[config.mk]
export PLATFORM = sky130hd
export DESIGN_NAME = pcg_perf_ctl
export DESIGN_NICKNAME = d
export VERILOG_FILES = /design/src/pcg_pkg.sv /design/src/pcg_perf_ctl.sv
export SDC_FILE = /design/constraint.sdc
export NUM_CORES = 1
export LEC_CHECK = 0
export BUFFER_PORTS_ARGS = -buffer_cell sky130_fd_sc_hd__clkbuf_2
export CORE_MARGIN = 2
export CORE_UTILIZATION = 27
export CTS_BUF_LIST = sky130_fd_sc_hd__clkbuf_4 sky130_fd_sc_hd__clkbuf_8 sky130_fd_sc_hd__clkbuf_16
export CTS_CLUSTER_DIAMETER = 40
export DETAILED_ROUTE_END_ITERATION = 10
export SLEW_MARGIN = 25
export SYNTH_ARGS = -nofsm -noshare
export SYNTH_HDL_FRONTEND = slang
export SYNTH_SLANG_ARGS = --single-unit
[constraint.sdc]
create_clock -name clk -period 2.9 [get_ports clk]
set_input_delay 0.58 -clock clk [delete_from_list [all_inputs] [get_ports clk]]
set_output_delay 0.58 -clock clk [all_outputs]
set_load 0.005 [all_outputs]
[src/pcg_pkg.sv]
// constants for the event-counter global control block
// assumes one core clock; register access arrives as model-register read/write strobes
// What this block does
// three fixed counters, each tied to one fixed event input
// fixed counter control sits at 38DH, needs no unit mask
// one write to global enable gates any mix of counters
// one read of global status returns every counter overflow
// one write to overflow clear clears any chosen overflow bits
// debug control bits 11 and 12 freeze branch records or counters on interrupt
// capability word bits 0-4 give number of fixed counters
// capability bits 5-12 give fixed width; software writes zero above it
// fixed control holds one 4-bit field per fixed counter
// field bit 0 counts events at ring zero
// field bit 1 counts events above ring zero
// both bits clear stops counter; both set counts always
// field bit 3 raises overflow interrupt for that counter
// counter runs only when global enable AND local enables
// status bits 0,1 and 32-34 set on counter overflow
// status holds sampling-buffer overflow and condition-changed bits
// precise sampling overflow: interrupt, record, clear counter status, set buffer bit
// software should clear overflows when reprogramming or disabling
// code 2EH mask 41H counts last-level cache misses
// code C4H mask 00H counts retired branches
// code C5H counts retired mispredicted branches
// general event select bit 22 is the local enable
// overflow is carry out of counter width, sticky until cleared
package pcg_pkg;
    // ------------------------------------------------------------
    // register addresses
    // ------------------------------------------------------------
    localparam logic [31:0] ADDR_FIXED_CTRL = 32'h0000_038d;
    localparam logic [31:0] ADDR_GLOBAL_EN = 32'h0000_03f0;
    localparam logic [31:0] ADDR_GLOBAL_STATUS = 32'h0000_03f1;
    localparam logic [31:0] ADDR_GLOBAL_CLEAR = 32'h0000_03f2;
    localparam logic [31:0] ADDR_DEBUG = 32'h0000_03f3;
    localparam logic [31:0] ADDR_SAMPLE_EN = 32'h0000_03f4;
    localparam logic [31:0] ADDR_FIXED_CTR0 = 32'h0000_03f8;
    localparam logic [31:0] ADDR_GP_CTR0 = 32'h0000_03e0;
    localparam logic [31:0] ADDR_GP_SEL0 = 32'h0000_03e8;
    // ------------------------------------------------------------
    // field layouts
    // ------------------------------------------------------------
    localparam int FIELD_W = 4;
    localparam int FLD_RING0 = 0;
    localparam int FLD_RINGN = 1;
    localparam int FLD_IRQ = 3;
    localparam int FIXED_BASE = 32;
    localparam int BIT_BUF_OVF = 62;
    localparam int BIT_COND_CHG = 63;
    localparam int SEL_USR = 16;
    localparam int SEL_OS = 17;
    localparam int SEL_IRQ = 20;
    localparam int SEL_EN = 22;
    localparam int DBG_FRZ_BR = 11;
    localparam int DBG_FRZ_CTR = 12;
    localparam int CAP_NUM_LSB = 0;
    localparam int CAP_WID_LSB = 5;
    // ------------------------------------------------------------
    // event encodings
    // ------------------------------------------------------------
    localparam logic [7:0] EV_LLC_MISS = 8'h2e;
    localparam logic [7:0] UM_LLC_MISS = 8'h41;
    localparam logic [7:0] EV_BR_RET = 8'hc4;
    localparam logic [7:0] UM_BR_RET = 8'h00;
    localparam logic [7:0] EV_BR_MISP = 8'hc5;
endpackage

[src/pcg_perf_ctl.sv]
// fixed and general event counters with global enable, status and clear
// assumes event and privilege inputs come from logic on the same core clock
module pcg_perf_ctl #(
    parameter int NF = 3,
    parameter int NG = 2,
    parameter int FW = 48,
    parameter int GW = 48
) (
    input wire logic clk,
    input wire logic rst,
    input wire logic [31:0] regAddr,
    input wire logic regWrEn,
    input wire logic [63:0] regWrData,
    input wire logic regRdEn,
    output logic [63:0] regRdData,
    output logic regRdValid,
    output logic regFault,
    input wire logic ringZero,
    input wire logic [NF-1:0] fixedEvt,
    input wire logic evtLlcMiss,
    input wire logic evtBranchRetired,
    input wire logic evtBranchMispredict,
    output logic ovfIrq,
    output logic [NG-1:0] sampleRecordWr,
    output logic branchFreezeReq,
    output logic [31:0] capEdx
);
    // ------------------------------------------------------------
    // state
    // ------------------------------------------------------------
    localparam logic [63:0] CNT_MASK = 64'((64'(1) << NG) - 64'(1))
        | (64'((64'(1) << NF) - 64'(1)) << pcg_pkg::FIXED_BASE);
    localparam logic [63:0] STAT_MASK = CNT_MASK | (64'(1) << pcg_pkg::BIT_BUF_OVF)
        | (64'(1) << pcg_pkg::BIT_COND_CHG);

    typedef struct packed {
        logic [NF*pcg_pkg::FIELD_W-1:0] fixCtl;
        logic [63:0] globEn;
        logic [63:0] status;
        logic frzBr;
        logic frzCtr;
        logic [NG-1:0] sampleEn;
        logic [NF-1:0][FW-1:0] fixCnt;
        logic [NG-1:0][GW-1:0] gpCnt;
        logic [NG-1:0][31:0] gpSel;
        logic [63:0] rdData;
        logic rdValid;
        logic fault;
        logic irq;
        logic [NG-1:0] sampleWr;
        logic brFreeze;
    } pcg_state_t;

    pcg_state_t s_q;
    pcg_state_t s_d;
    logic [NF-1:0] fixInc;
    logic [NG-1:0] gpInc;
    logic [63:0] ovfSet;
    logic bufOvf;
    logic condChg;

    // capability word: count and width of fixed counters
    assign capEdx = (32'(NF) << pcg_pkg::CAP_NUM_LSB) | (32'(FW) << pcg_pkg::CAP_WID_LSB);
    assign regRdData = s_q.rdData;
    assign regRdValid = s_q.rdValid;
    assign regFault = s_q.fault;
    assign ovfIrq = s_q.irq;
    assign sampleRecordWr = s_q.sampleWr;
    assign branchFreezeReq = s_q.brFreeze;

    // ------------------------------------------------------------
    // next state
    // ------------------------------------------------------------
    always_comb begin
        logic [pcg_pkg::FIELD_W-1:0] ctl;
        logic [31:0] sel;
        logic match;
        logic [FW:0] fsum;
        logic [GW:0] gsum;
        logic hit;
        logic [63:0] ovfDrop;
        s_d = s_q;
        ctl = '0;
        sel = '0;
        match = 1'b0;
        fsum = '0;
        gsum = '0;
        hit = 1'b0;
        ovfDrop = '0;
        fixInc = '0;
        gpInc = '0;
        ovfSet = '0;
        bufOvf = 1'b0;
        condChg = 1'b0;
        s_d.rdValid = 1'b0;
        s_d.fault = 1'b0;
        s_d.irq = 1'b0;
        s_d.sampleWr = '0;
        s_d.brFreeze = 1'b0;

        for (int i = 0; i < NF; i++) begin
            ctl = s_q.fixCtl[i*pcg_pkg::FIELD_W +: pcg_pkg::FIELD_W];
            fixInc[i] = fixedEvt[i] & s_q.globEn[pcg_pkg::FIXED_BASE+i]
                & ((ctl[pcg_pkg::FLD_RING0] & ringZero)
                | (ctl[pcg_pkg::FLD_RINGN] & ~ringZero));
            fsum = {1'b0, s_q.fixCnt[i]} + (FW+1)'(1);
            if (fixInc[i]) begin
                s_d.fixCnt[i] = fsum[FW-1:0];
                if (fsum[FW]) begin
                    ovfSet[pcg_pkg::FIXED_BASE+i] = 1'b1;
                    if (ctl[pcg_pkg::FLD_IRQ]) begin
                        s_d.irq = 1'b1;
                    end
                end
            end
        end

        for (int j = 0; j < NG; j++) begin
            sel = s_q.gpSel[j];
            match = ((sel[7:0] == pcg_pkg::EV_LLC_MISS) && (sel[15:8] == pcg_pkg::UM_LLC_MISS)
                && evtLlcMiss)
                || ((sel[7:0] == pcg_pkg::EV_BR_RET) && (sel[15:8] == pcg_pkg::UM_BR_RET)
                && evtBranchRetired)
                || ((sel[7:0] == pcg_pkg::EV_BR_MISP) && evtBranchMispredict);
            gpInc[j] = match & sel[pcg_pkg::SEL_EN] & s_q.globEn[j]
                & ((sel[pcg_pkg::SEL_OS] & ringZero) | (sel[pcg_pkg::SEL_USR] & ~ringZero));
            gsum = {1'b0, s_q.gpCnt[j]} + (GW+1)'(1);
            if (gpInc[j]) begin
                s_d.gpCnt[j] = gsum[GW-1:0];
                if (gsum[GW]) begin
                    if (s_q.sampleEn[j]) begin
                        // precise sampling: record, and drop any stale flag of this counter
                        s_d.irq = 1'b1;
                        s_d.sampleWr[j] = 1'b1;
                        bufOvf = 1'b1;
                        ovfDrop[j] = 1'b1;
                    end else begin
                        ovfSet[j] = 1'b1;
                        if (sel[pcg_pkg::SEL_IRQ]) begin
                            s_d.irq = 1'b1;
                        end
                    end
                end
            end
        end

        // ------------------------------------------------------------
        // register writes; a counter write beats its own increment
        // ------------------------------------------------------------
        if (regWrEn) begin
            hit = 1'b1;
            unique case (regAddr)
                pcg_pkg::ADDR_FIXED_CTRL: begin
                    s_d.fixCtl = regWrData[NF*pcg_pkg::FIELD_W-1:0];
                end
                pcg_pkg::ADDR_GLOBAL_EN: begin
                    s_d.globEn = regWrData & CNT_MASK;
                    condChg = (regWrData & CNT_MASK) != s_q.globEn;
                end
                pcg_pkg::ADDR_GLOBAL_CLEAR: begin
                    s_d.status = s_q.status & ~(regWrData & STAT_MASK);
                end
                pcg_pkg::ADDR_DEBUG: begin
                    s_d.frzBr = regWrData[pcg_pkg::DBG_FRZ_BR];
                    s_d.frzCtr = regWrData[pcg_pkg::DBG_FRZ_CTR];
                end
                pcg_pkg::ADDR_SAMPLE_EN: begin
                    s_d.sampleEn = regWrData[NG-1:0];
                end
                default: begin
                    hit = 1'b0;
                end
            endcase
            for (int i = 0; i < NF; i++) begin
                if (regAddr == pcg_pkg::ADDR_FIXED_CTR0 + 32'(i)) begin
                    s_d.fixCnt[i] = regWrData[FW-1:0];
                    hit = 1'b1;
                end
            end
            for (int j = 0; j < NG; j++) begin
                if (regAddr == pcg_pkg::ADDR_GP_CTR0 + 32'(j)) begin
                    s_d.gpCnt[j] = regWrData[GW-1:0];
                    hit = 1'b1;
                end
                if (regAddr == pcg_pkg::ADDR_GP_SEL0 + 32'(j)) begin
                    s_d.gpSel[j] = regWrData[31:0];
                    hit = 1'b1;
                end
            end
            s_d.fault = ~hit;
        end

        // set wins over a clear in the same cycle
        s_d.status = (s_d.status & ~ovfDrop) | ovfSet
            | (64'(bufOvf) << pcg_pkg::BIT_BUF_OVF)
            | (64'(condChg) << pcg_pkg::BIT_COND_CHG);

        // legacy freeze: interrupt drops every global enable
        if (s_d.irq && s_q.frzCtr) begin
            s_d.globEn = '0;
        end
        s_d.brFreeze = s_d.irq & s_q.frzBr;

        // ------------------------------------------------------------
        // register reads, answered one cycle later
        // ------------------------------------------------------------
        if (regRdEn) begin
            s_d.rdValid = 1'b1;
            s_d.rdData = '0;
            hit = 1'b1;
            unique case (regAddr)
                pcg_pkg::ADDR_FIXED_CTRL: s_d.rdData = 64'(s_q.fixCtl);
                pcg_pkg::ADDR_GLOBAL_EN: s_d.rdData = s_q.globEn;
                pcg_pkg::ADDR_GLOBAL_STATUS: s_d.rdData = s_q.status;
                pcg_pkg::ADDR_GLOBAL_CLEAR: s_d.rdData = '0;
                pcg_pkg::ADDR_DEBUG: s_d.rdData = (64'(s_q.frzBr) << pcg_pkg::DBG_FRZ_BR)
                    | (64'(s_q.frzCtr) << pcg_pkg::DBG_FRZ_CTR);
                pcg_pkg::ADDR_SAMPLE_EN: s_d.rdData = 64'(s_q.sampleEn);
                default: hit = 1'b0;
            endcase
            for (int i = 0; i < NF; i++) begin
                if (regAddr == pcg_pkg::ADDR_FIXED_CTR0 + 32'(i)) begin
                    s_d.rdData = 64'(s_q.fixCnt[i]);
                    hit = 1'b1;
                end
            end
            for (int j = 0; j < NG; j++) begin
                if (regAddr == pcg_pkg::ADDR_GP_CTR0 + 32'(j)) begin
                    s_d.rdData = 64'(s_q.gpCnt[j]);
                    hit = 1'b1;
                end
                if (regAddr == pcg_pkg::ADDR_GP_SEL0 + 32'(j)) begin
                    s_d.rdData = 64'(s_q.gpSel[j]);
                    hit = 1'b1;
                end
            end
            s_d.fault = s_d.fault | ~hit;
        end
    end

    always_ff @(posedge clk) begin
        if (rst) begin
            s_q <= '0;
        end else begin
            s_q <= s_d;
        end
    end
endmodule

After elaboration in Yosys (flattened, before gate mapping)
Index checks and enable logic that the tools add are counted.
- equal/unequal tests: 22
- add/sub/neg operators: 5
- reductions and logical operators: 27
- muxes and demuxes: 84
- bitwise logic cells: 42
- operator list (cell ; number):
    $mux W64 ; 8
    $mux W48 ; 10
    $eq A32 B10 Y1 const B ; 13
    $mux W372 ; 1
    $pmux W64 S5 ; 1
    $add A48 B1 Y49 const B ; 5
    $and A64 B64 Y64 ; 2
    $mux W32 ; 2
    $not A2 Y64 ; 1
    $not A64 Y64 ; 1
    $or A64 B35 Y64 ; 1
    $or A64 B63 Y64 ; 1
    $or A64 B64 Y64 ; 1
    $mux W1 ; 57
    $eq A8 B8 Y1 const B ; 4
    $and A1 B1 Y1 ; 23
    $eq A8 B6 Y1 const B ; 2
    $eq A8 B7 Y1 const B ; 2
    $logic_not A8 Y1 ; 2
    $or A12 B13 Y13 ; 1
    $reduce_and A2 Y1 ; 6
    $logic_and A1 B1 Y1 ; 11
    $mux W2 ; 5
    $or A1 B1 Y1 ; 6
    other kinds (7) ; 14
- bits in registers: 459
- output and inout port bits: 102
- input port bits: 107
- logic and storage cells: 200

Depth between registers and ports, before layout
- word-level depth: 21
- mapped depth: 10
- gate-level depth less buffers: 7

Worst setup path after synthesis
OpenSTA, ideal clock, no wires.
- path kind: input -> register
- from: input port regAddr[4]
- to: register s_q (netlist bit regRdData[12])
- arrival: 2580 ps
- stages on the path: 8
- setup slack: 205 ps
- buffers on the path: 2
- library setup time: 115 ps
- required time: 2785 ps
- cells stage by stage: or4b_4 > or2_1 > buf_6 > or4_4 > buf_6 > o221ai_1 > o21ai_0 > and2_1
- word-level cells in the longest chain between the ends: 9
- elaborated cells between the ends (all ways): 20
- classes of those cells: 12 x eq/ne; 8 x mux
- ends and longest elaborated chain (item ; line ; source):
    start, declared ; pcg_perf_ctl.sv:11 ; input wire logic [31:0] regAddr,
    $eq A32 B10 Y1 ; pcg_perf_ctl.sv:211 ; unique case (regAddr)
    $pmux W64 S5 ; pcg_perf_ctl.sv:211 ;
    $mux W64 (3 in a row) ; pcg_perf_ctl.sv:222 ; if (regAddr == pcg_pkg::ADDR_FIXED_CTR0 + 32'(i)) begin
    $mux W64 ; pcg_perf_ctl.sv:228 ; if (regAddr == pcg_pkg::ADDR_GP_CTR0 + 32'(j)) begin
    $mux W64 ; pcg_perf_ctl.sv:232 ; if (regAddr == pcg_pkg::ADDR_GP_SEL0 + 32'(j)) begin
    $mux W64 ; pcg_perf_ctl.sv:228 ;
    $mux W64 (*) ; pcg_perf_ctl.sv:232 ;
    end signal, assigned ; pcg_perf_ctl.sv:243 ; s_q <= '0;
    end signal, assigned ; pcg_perf_ctl.sv:245 ; s_q <= s_d;
    end, declared ; pcg_perf_ctl.sv:54 ; pcg_state_t s_q;
Mark *: on every way between the ends. The rest lies on a longest branch, timed or not.
A chain may end at the register's enable or synchronous reset.

Worst setup path after layout
- from: register s_q[108] (netlist bit)
- to: register s_q (netlist bit branchFreezeReq)
- word-level cells in the longest chain between the ends: 10
- elaborated cells between the ends (all ways): 15
- classes of those cells: 3 x eq/ne; 1 x mux; 4 x bitwise; 7 x reduce/logical
- ends and longest elaborated chain (item ; line ; source):
    $eq A8 B6 Y1 or $eq A8 B8 Y1 (tied branches) ; pcg_perf_ctl.sv:120, pcg_perf_ctl.sv:122 ;
    $logic_and A1 B1 Y1 (on tied branches) ; pcg_perf_ctl.sv:120, pcg_perf_ctl.sv:122 ;
    $logic_and A1 B1 Y1 (on tied branches) ; pcg_perf_ctl.sv:121, pcg_perf_ctl.sv:123 ;
    $logic_or A1 B1 Y1 ; pcg_perf_ctl.sv:122 ; || ((sel[7:0] == pcg_pkg::EV_BR_RET) && (sel[15:8] == pcg_pkg::UM_BR_RET)
    $logic_or A1 B1 Y1 (*) ; pcg_perf_ctl.sv:124 ; || ((sel[7:0] == pcg_pkg::EV_BR_MISP) && evtBranchMispredict);
    $and A1 B1 Y1 (*) (2 in a row) ; pcg_perf_ctl.sv:125 ; gpInc[j] = match & sel[pcg_pkg::SEL_EN] & s_q.globEn[j]
    $and A1 B1 Y1 (*) ; pcg_perf_ctl.sv:126 ; & ((sel[pcg_pkg::SEL_OS] & ringZero) | (sel[pcg_pkg::SEL_USR] & ~ringZero));
    $mux W2 (*) ; pcg_perf_ctl.sv:128 ; if (gpInc[j]) begin
    $and A1 B1 Y1 (*) ; pcg_perf_ctl.sv:202 ; s_d.brFreeze = s_d.irq & s_q.frzBr;
Marked as above.

==> impl_metrics.sql <==
INSERT INTO impl_metrics (metric_group, metric, value, unit) VALUES
('setup_path', 'cells_on_worst_reg2reg_path', '7', ''),
('global_route', 'globalRouteTotalUtil', '20.7', '%'),
('layout', 'layout.cell_area.non_filler', '27400', 'um^2'),
('sta', 'timing.final.crit_period', '2.76', 'ns'),
('worst_hold_path', 'hold_start', 'rst', ''),
('die', 'chipWidth', '293', 'um'),
('layout', 'finalCoreUtilization', '32.9', '%'),
('flow_run', 'timing.max_cap.violations', '0', ''),
('place', 'detailed_place.area', '25400', 'um^2'),
('setup_path', 'critPathRequiredTime', '3.38', 'ns'),
('die', 'initial_utilization', '27.2', '%'),
('sta', 'final-setup-viol-count', '0', ''),
('place', 'dpl.hpwl', '69000', 'um'),
('layout', 'fillCellCount', '8720', ''),
('layout', 'finalNetCount', '3084', ''),
('synth', 'synth.avg_cell_area', '8.03', 'um^2'),
('worst_hold_path', 'hold_end', 'sampleRecordWr[1]', ''),
('global_route', 'grt_start_max_net_pins', '172', ''),
('routing', 'drt-total-wl', '92300', 'um'),
('clocking', 'cts-root-buf', 'clkbuf_16', ''),
('sta', 'max_slew_headroom', '42.6', '%'),
('setup_path', 'timing.critical_path.slowest_cell_delay', '0.48', 'ns'),
('synth', 'dominantRegCellSynth', 'dfxtp_1', ''),
('synth', 'synth-warning-count', '0', ''),
('setup_path', 'crit-reg2reg-capture', 'branchFreezeReq', ''),
('die', 'design.die.area', '86100', 'um^2'),
('setup_path', 'critical_path.reg2reg.startpoint', 's_q[108]', ''),
('sta', 'pins_over_slew_limit', '0', ''),
('sta', 'period_share', '95.0', '%'),
('run_status', 'outcome', 'complete, no violations', ''),
('setup_path', 'setup.reg_to_reg.worst_slack', '0.14', 'ns'),
('sta', 'fin_skew', '0.0229', 'ns'),
('worst_hold_path', 'min-delay-path-class', 'input port to flip-flop', ''),
('routing', 'vias_post_dr', '22700', ''),
('setup_path', 'cp_cell_sequence', 'nor3b_1, and4b_1, o21ai_4, buf_4, a21oi_1, a32oi_1, a211oi_1', ''),
('clocking', 'cts_num_sinks', '388', ''),
('synth', 'postSynthRegisterBits', '388', ''),
('routing', 'post_detailed_route_wirelength_per_cell', '22.5', 'um'),
('die', 'placeable_core_area', '83300', 'um^2'),
('layout', 'syn2layout_area_growth', '21.3', '%'),
('die', 'top_level_ports', '209', ''),
('routing', 'total_drc_errors_in_the_routed_layout', '0', ''),
('layout', 'drive_gt1_share', '18.3', '%'),
('clocking', 'cts.htree.levels', '2', ''),
('die', 'height_of_the_die', '293', 'um'),
('setup_path', 'worst_setup_ep_type', 'flip-flop', ''),
('routing', 'drt_first_pass_iters', '9', ''),
('synth', 'synth.yosys.seq_area_share', '34.3', '%'),
('clocking', 'clkSlewWorstSetupHoldPaths', '0.06', 'ns'),
('pwr', 'power_density', '486', 'nW/um^2'),
('setup_path', 'cp_data_arrival_time', '3.24', 'ns'),
('routing', 'ant_nets', '0', ''),
('synth', 'syn_area', '22600', 'um^2'),
('setup_path', 'cpMaxStageDelayCell', 'a21oi_1', ''),
('pwr', 'power', '13.3', 'mW'),
('worst_hold_path', 'hold-path-cell-count', '2', ''),
('clocking', 'max_clock_buf_depth', '3', ''),
('pwr', 'vdd_ir_drop_max', '413', 'uV'),
('clocking', 'clock_tree_from_tritoncts', 'built', ''),
('clocking', 'numCtsBuffers', '54', ''),
('global_route', 'antenna_violations_before_repair', '7', ''),
('synth', 'ys_async_sr_fraction', '0', '%'),
('setup_path', 'worstSetupPathType', 'flip-flop to flip-flop', ''),
('sta', 'timing.final.hold_violations', '0', ''),
('die', 'std_cell_rows', '106', ''),
('sta', 'clock.fmax', '0.363', 'GHz'),
('global_route', 'grt_first_pass_wirelength', '135000', 'um'),
('place', 'placement.io_buffers', '148', ''),
('place', 'globalplace.congestion', '0.984', ''),
('global_route', 'final_global_route_overflow_total', '0', ''),
('pwr', 'total_leakage_power', '9.39', 'nW'),
('synth', 'synth-edff-count', '0', ''),
('routing', 'initialDrtViolationCount', '2667', ''),
('synth', 'netlist-cell-type-count', '93', ''),
('setup_path', 'crit_fanout', '35', ''),
('clocking', 'insertion_delay', '0.62', 'ns'),
('sta', 'unrepaired_setup_endpoints_after_global_routing', 'no', ''),
('global_route', 'first_global_vias', '20700', ''),
('sta', 'max_slew.worst_pin.slew', '0.857', 'ns'),
('place', 'place_inst', '3995', ''),
('layout', 'final_cells', '4101', ''),
('synth', 'synth_instances', '2817', ''),
('setup_path', 'critPathLaunchType', 'flip-flop', ''),
('clocking', 'postCtsHoldBufs', '0', ''),
('routing', 'vias_per_cell', '5.54', '');
-- through the flow --
stage,TNS (ns),hold WS [ns],setup WS (ns)
floorplan,0,0.431,0.205
global placement,-6.14,0.438,-0.134
detailed placement,-8.21,0.444,-0.149
CTS,0,0.303,0.149
global route,0,0.322,0.00359
finish,0,0.315,0.144
-- cell usage after synthesis (14+ instances only) --
master | instances | area (um^2)
a22oi_1 | 23 | 173
a211oi_1 | 207 | 1550
and4_1 | 35 | 307
inv_1 | 43 | 161
mux2i_1 | 18 | 180
o22ai_1 | 14 | 87.6
nor4_1 | 32 | 200
xnor2_1 | 133 | 1160
nor2_1 | 330 | 1240
clkbuf_1 | 135 | 507
a21o_1 | 31 | 233
a311oi_1 | 36 | 315
a21oi_1 | 111 | 556
o21ai_0 | 42 | 210
buf_4 | 104 | 781
a221oi_1 | 27 | 236
or4_1 | 25 | 188
o31ai_1 | 21 | 158
or3_1 | 32 | 200
a31oi_1 | 18 | 113
a21boi_0 | 16 | 120
nand4_1 | 84 | 526
a2111oi_0 | 15 | 131
nor2b_1 | 15 | 93.8
dfxtp_1 | 388 | 7770
nand3_1 | 103 | 515
nor3_1 | 64 | 320
and3_1 | 47 | 294
buf_2 | 71 | 355
xor2_1 | 65 | 569
a222oi_1 | 38 | 380
nand2_1 | 297 | 1110
-- worst max path at each step --
| stage | cells after the start | endpoint | slack [ns] | startpoint |
|---|---|---|---|---|
| 2_1_floorplan | 8 | regRdData[12] | 0.20 | regAddr[4] |
| 6_report | 7 | branchFreezeReq | 0.14 | s_q[108] |
| 3_3_place_gp | 10 | s_q[171] | -0.13 | regAddr[4] |
| 5_1_grt | 8 | s_q[174] | 0.004 | s_q[154] |
| 3_5_place_dp | 9 | s_q[175] | -0.15 | regAddr[4] |
| 4_1_cts | 7 | s_q[155] | 0.15 | s_q[141] |
-- sequential cells by signal, summed over array words and instances (netlist names) --
register,cells
s_q,332
sampleRecordWr,2
branchFreezeReq,1
regRdData,50
regFault,1
ovfIrq,1
regRdValid,1
-- final cells by class --
| cell class | count | area (um^2) | share of cell area (%) |
|---|---|---|---|
| Multi-Input combinational cell | 2109 | 13200 | 48.2 |
| Sequential cell | 388 | 7770 | 28.3 |
| Timing Repair Buffer | 375 | 2910 | 10.6 |
| Clock buffer | 67 | 1530 | 5.59 |
| Tap cell | 1080 | 1350 | 4.92 |
| Clock inverter | 35 | 477 | 1.74 |
| Inverter | 44 | 165 | 0.602 |
| Antenna cell | 3 | 7.51 | 0.0274 |
-- report_power, final --
group | switching [mW] | total [mW] | internal [mW]
Combinational | 0.431 | 0.591 | 0.160
Clock | 2.78 | 7.38 | 4.60
Sequential | 0.0113 | 5.36 | 5.35
Total | 3.22 | 13.3 | 10.1
-- worst max-delay path: cells and delay by family (launching register included) --
| kind | cells | cell delay (ns) |
|---|---|---|
| simple gates | 2 | 0.70 |
| compound gates | 4 | 1.22 |
| flops | 1 | 0.42 |
| buf+inv | 1 | 0.28 |
-- cell usage in the layout, fill, tap and decap left out, types with 13 or more instances in the layout --
master       n
dfxtp_1    388
xnor2_1    133
mux2i_1     18
clkbuf_16   57
a31oi_1     18
nand4_1     84
a2111oi_0   13
inv_1       43
a21boi_0    16
or3_1       32
a21oi_1    111
nand2_1    292
and2_1      13
nor2_1     330
nor2b_1     15
buf_12      36
nor4_1      30
a222oi_1    38
nand3_1    103
and3_1      46
o221ai_1    13
nor3_1      62
buf_4      191
o31ai_1     21
or4_1       25
a21o_1      31
o22ai_1     14
a221oi_1    27
xor2_1      65
a22oi_1     23
and4_1      35
conb_1      46
a211oi_1   207
a311oi_1    36
o21ai_0     42
clkbuf_2   147
-- layer usage --
layer	global-route usage (%)	wire length (um)	up-vias
met5	0	51	-
met4	7.72	3440	8
met3	3.11	7570	178
met2	34.0	42900	1010
met1	27.3	38200	10900
li1	-	-	10600
-- cells by family (layout without fill, tap and decap cells) --
| logic type | Yosys count | count (layout) | synth area share, % |
|---|---|---|---|
| AND/OR/NAND/NOR | 1141 | 1141 | 25.3 |
| flip-flops | 388 | 388 | 34.3 |
| adder cells (fa/ha/maj) | 5 | 5 | 0.276 |
| AO/OA/AOI/OAI | 696 | 696 | 23.0 |
| buffers and inverters | 364 | 521 | 8.33 |
| multiplexers | 23 | 23 | 1.05 |
| XOR/XNOR | 198 | 198 | 7.66 |
| other | 2 | 49 | 0.0332 |
-- timing repair --
item                                    in CTS  in global routing
resized for setup                            0                  3
endpoints found under the setup margin       0                  5
setup buffers                                0                  1
endpoints found under the hold margin        0                  0
No activity file was read; power rests on OpenSTA's default activity.
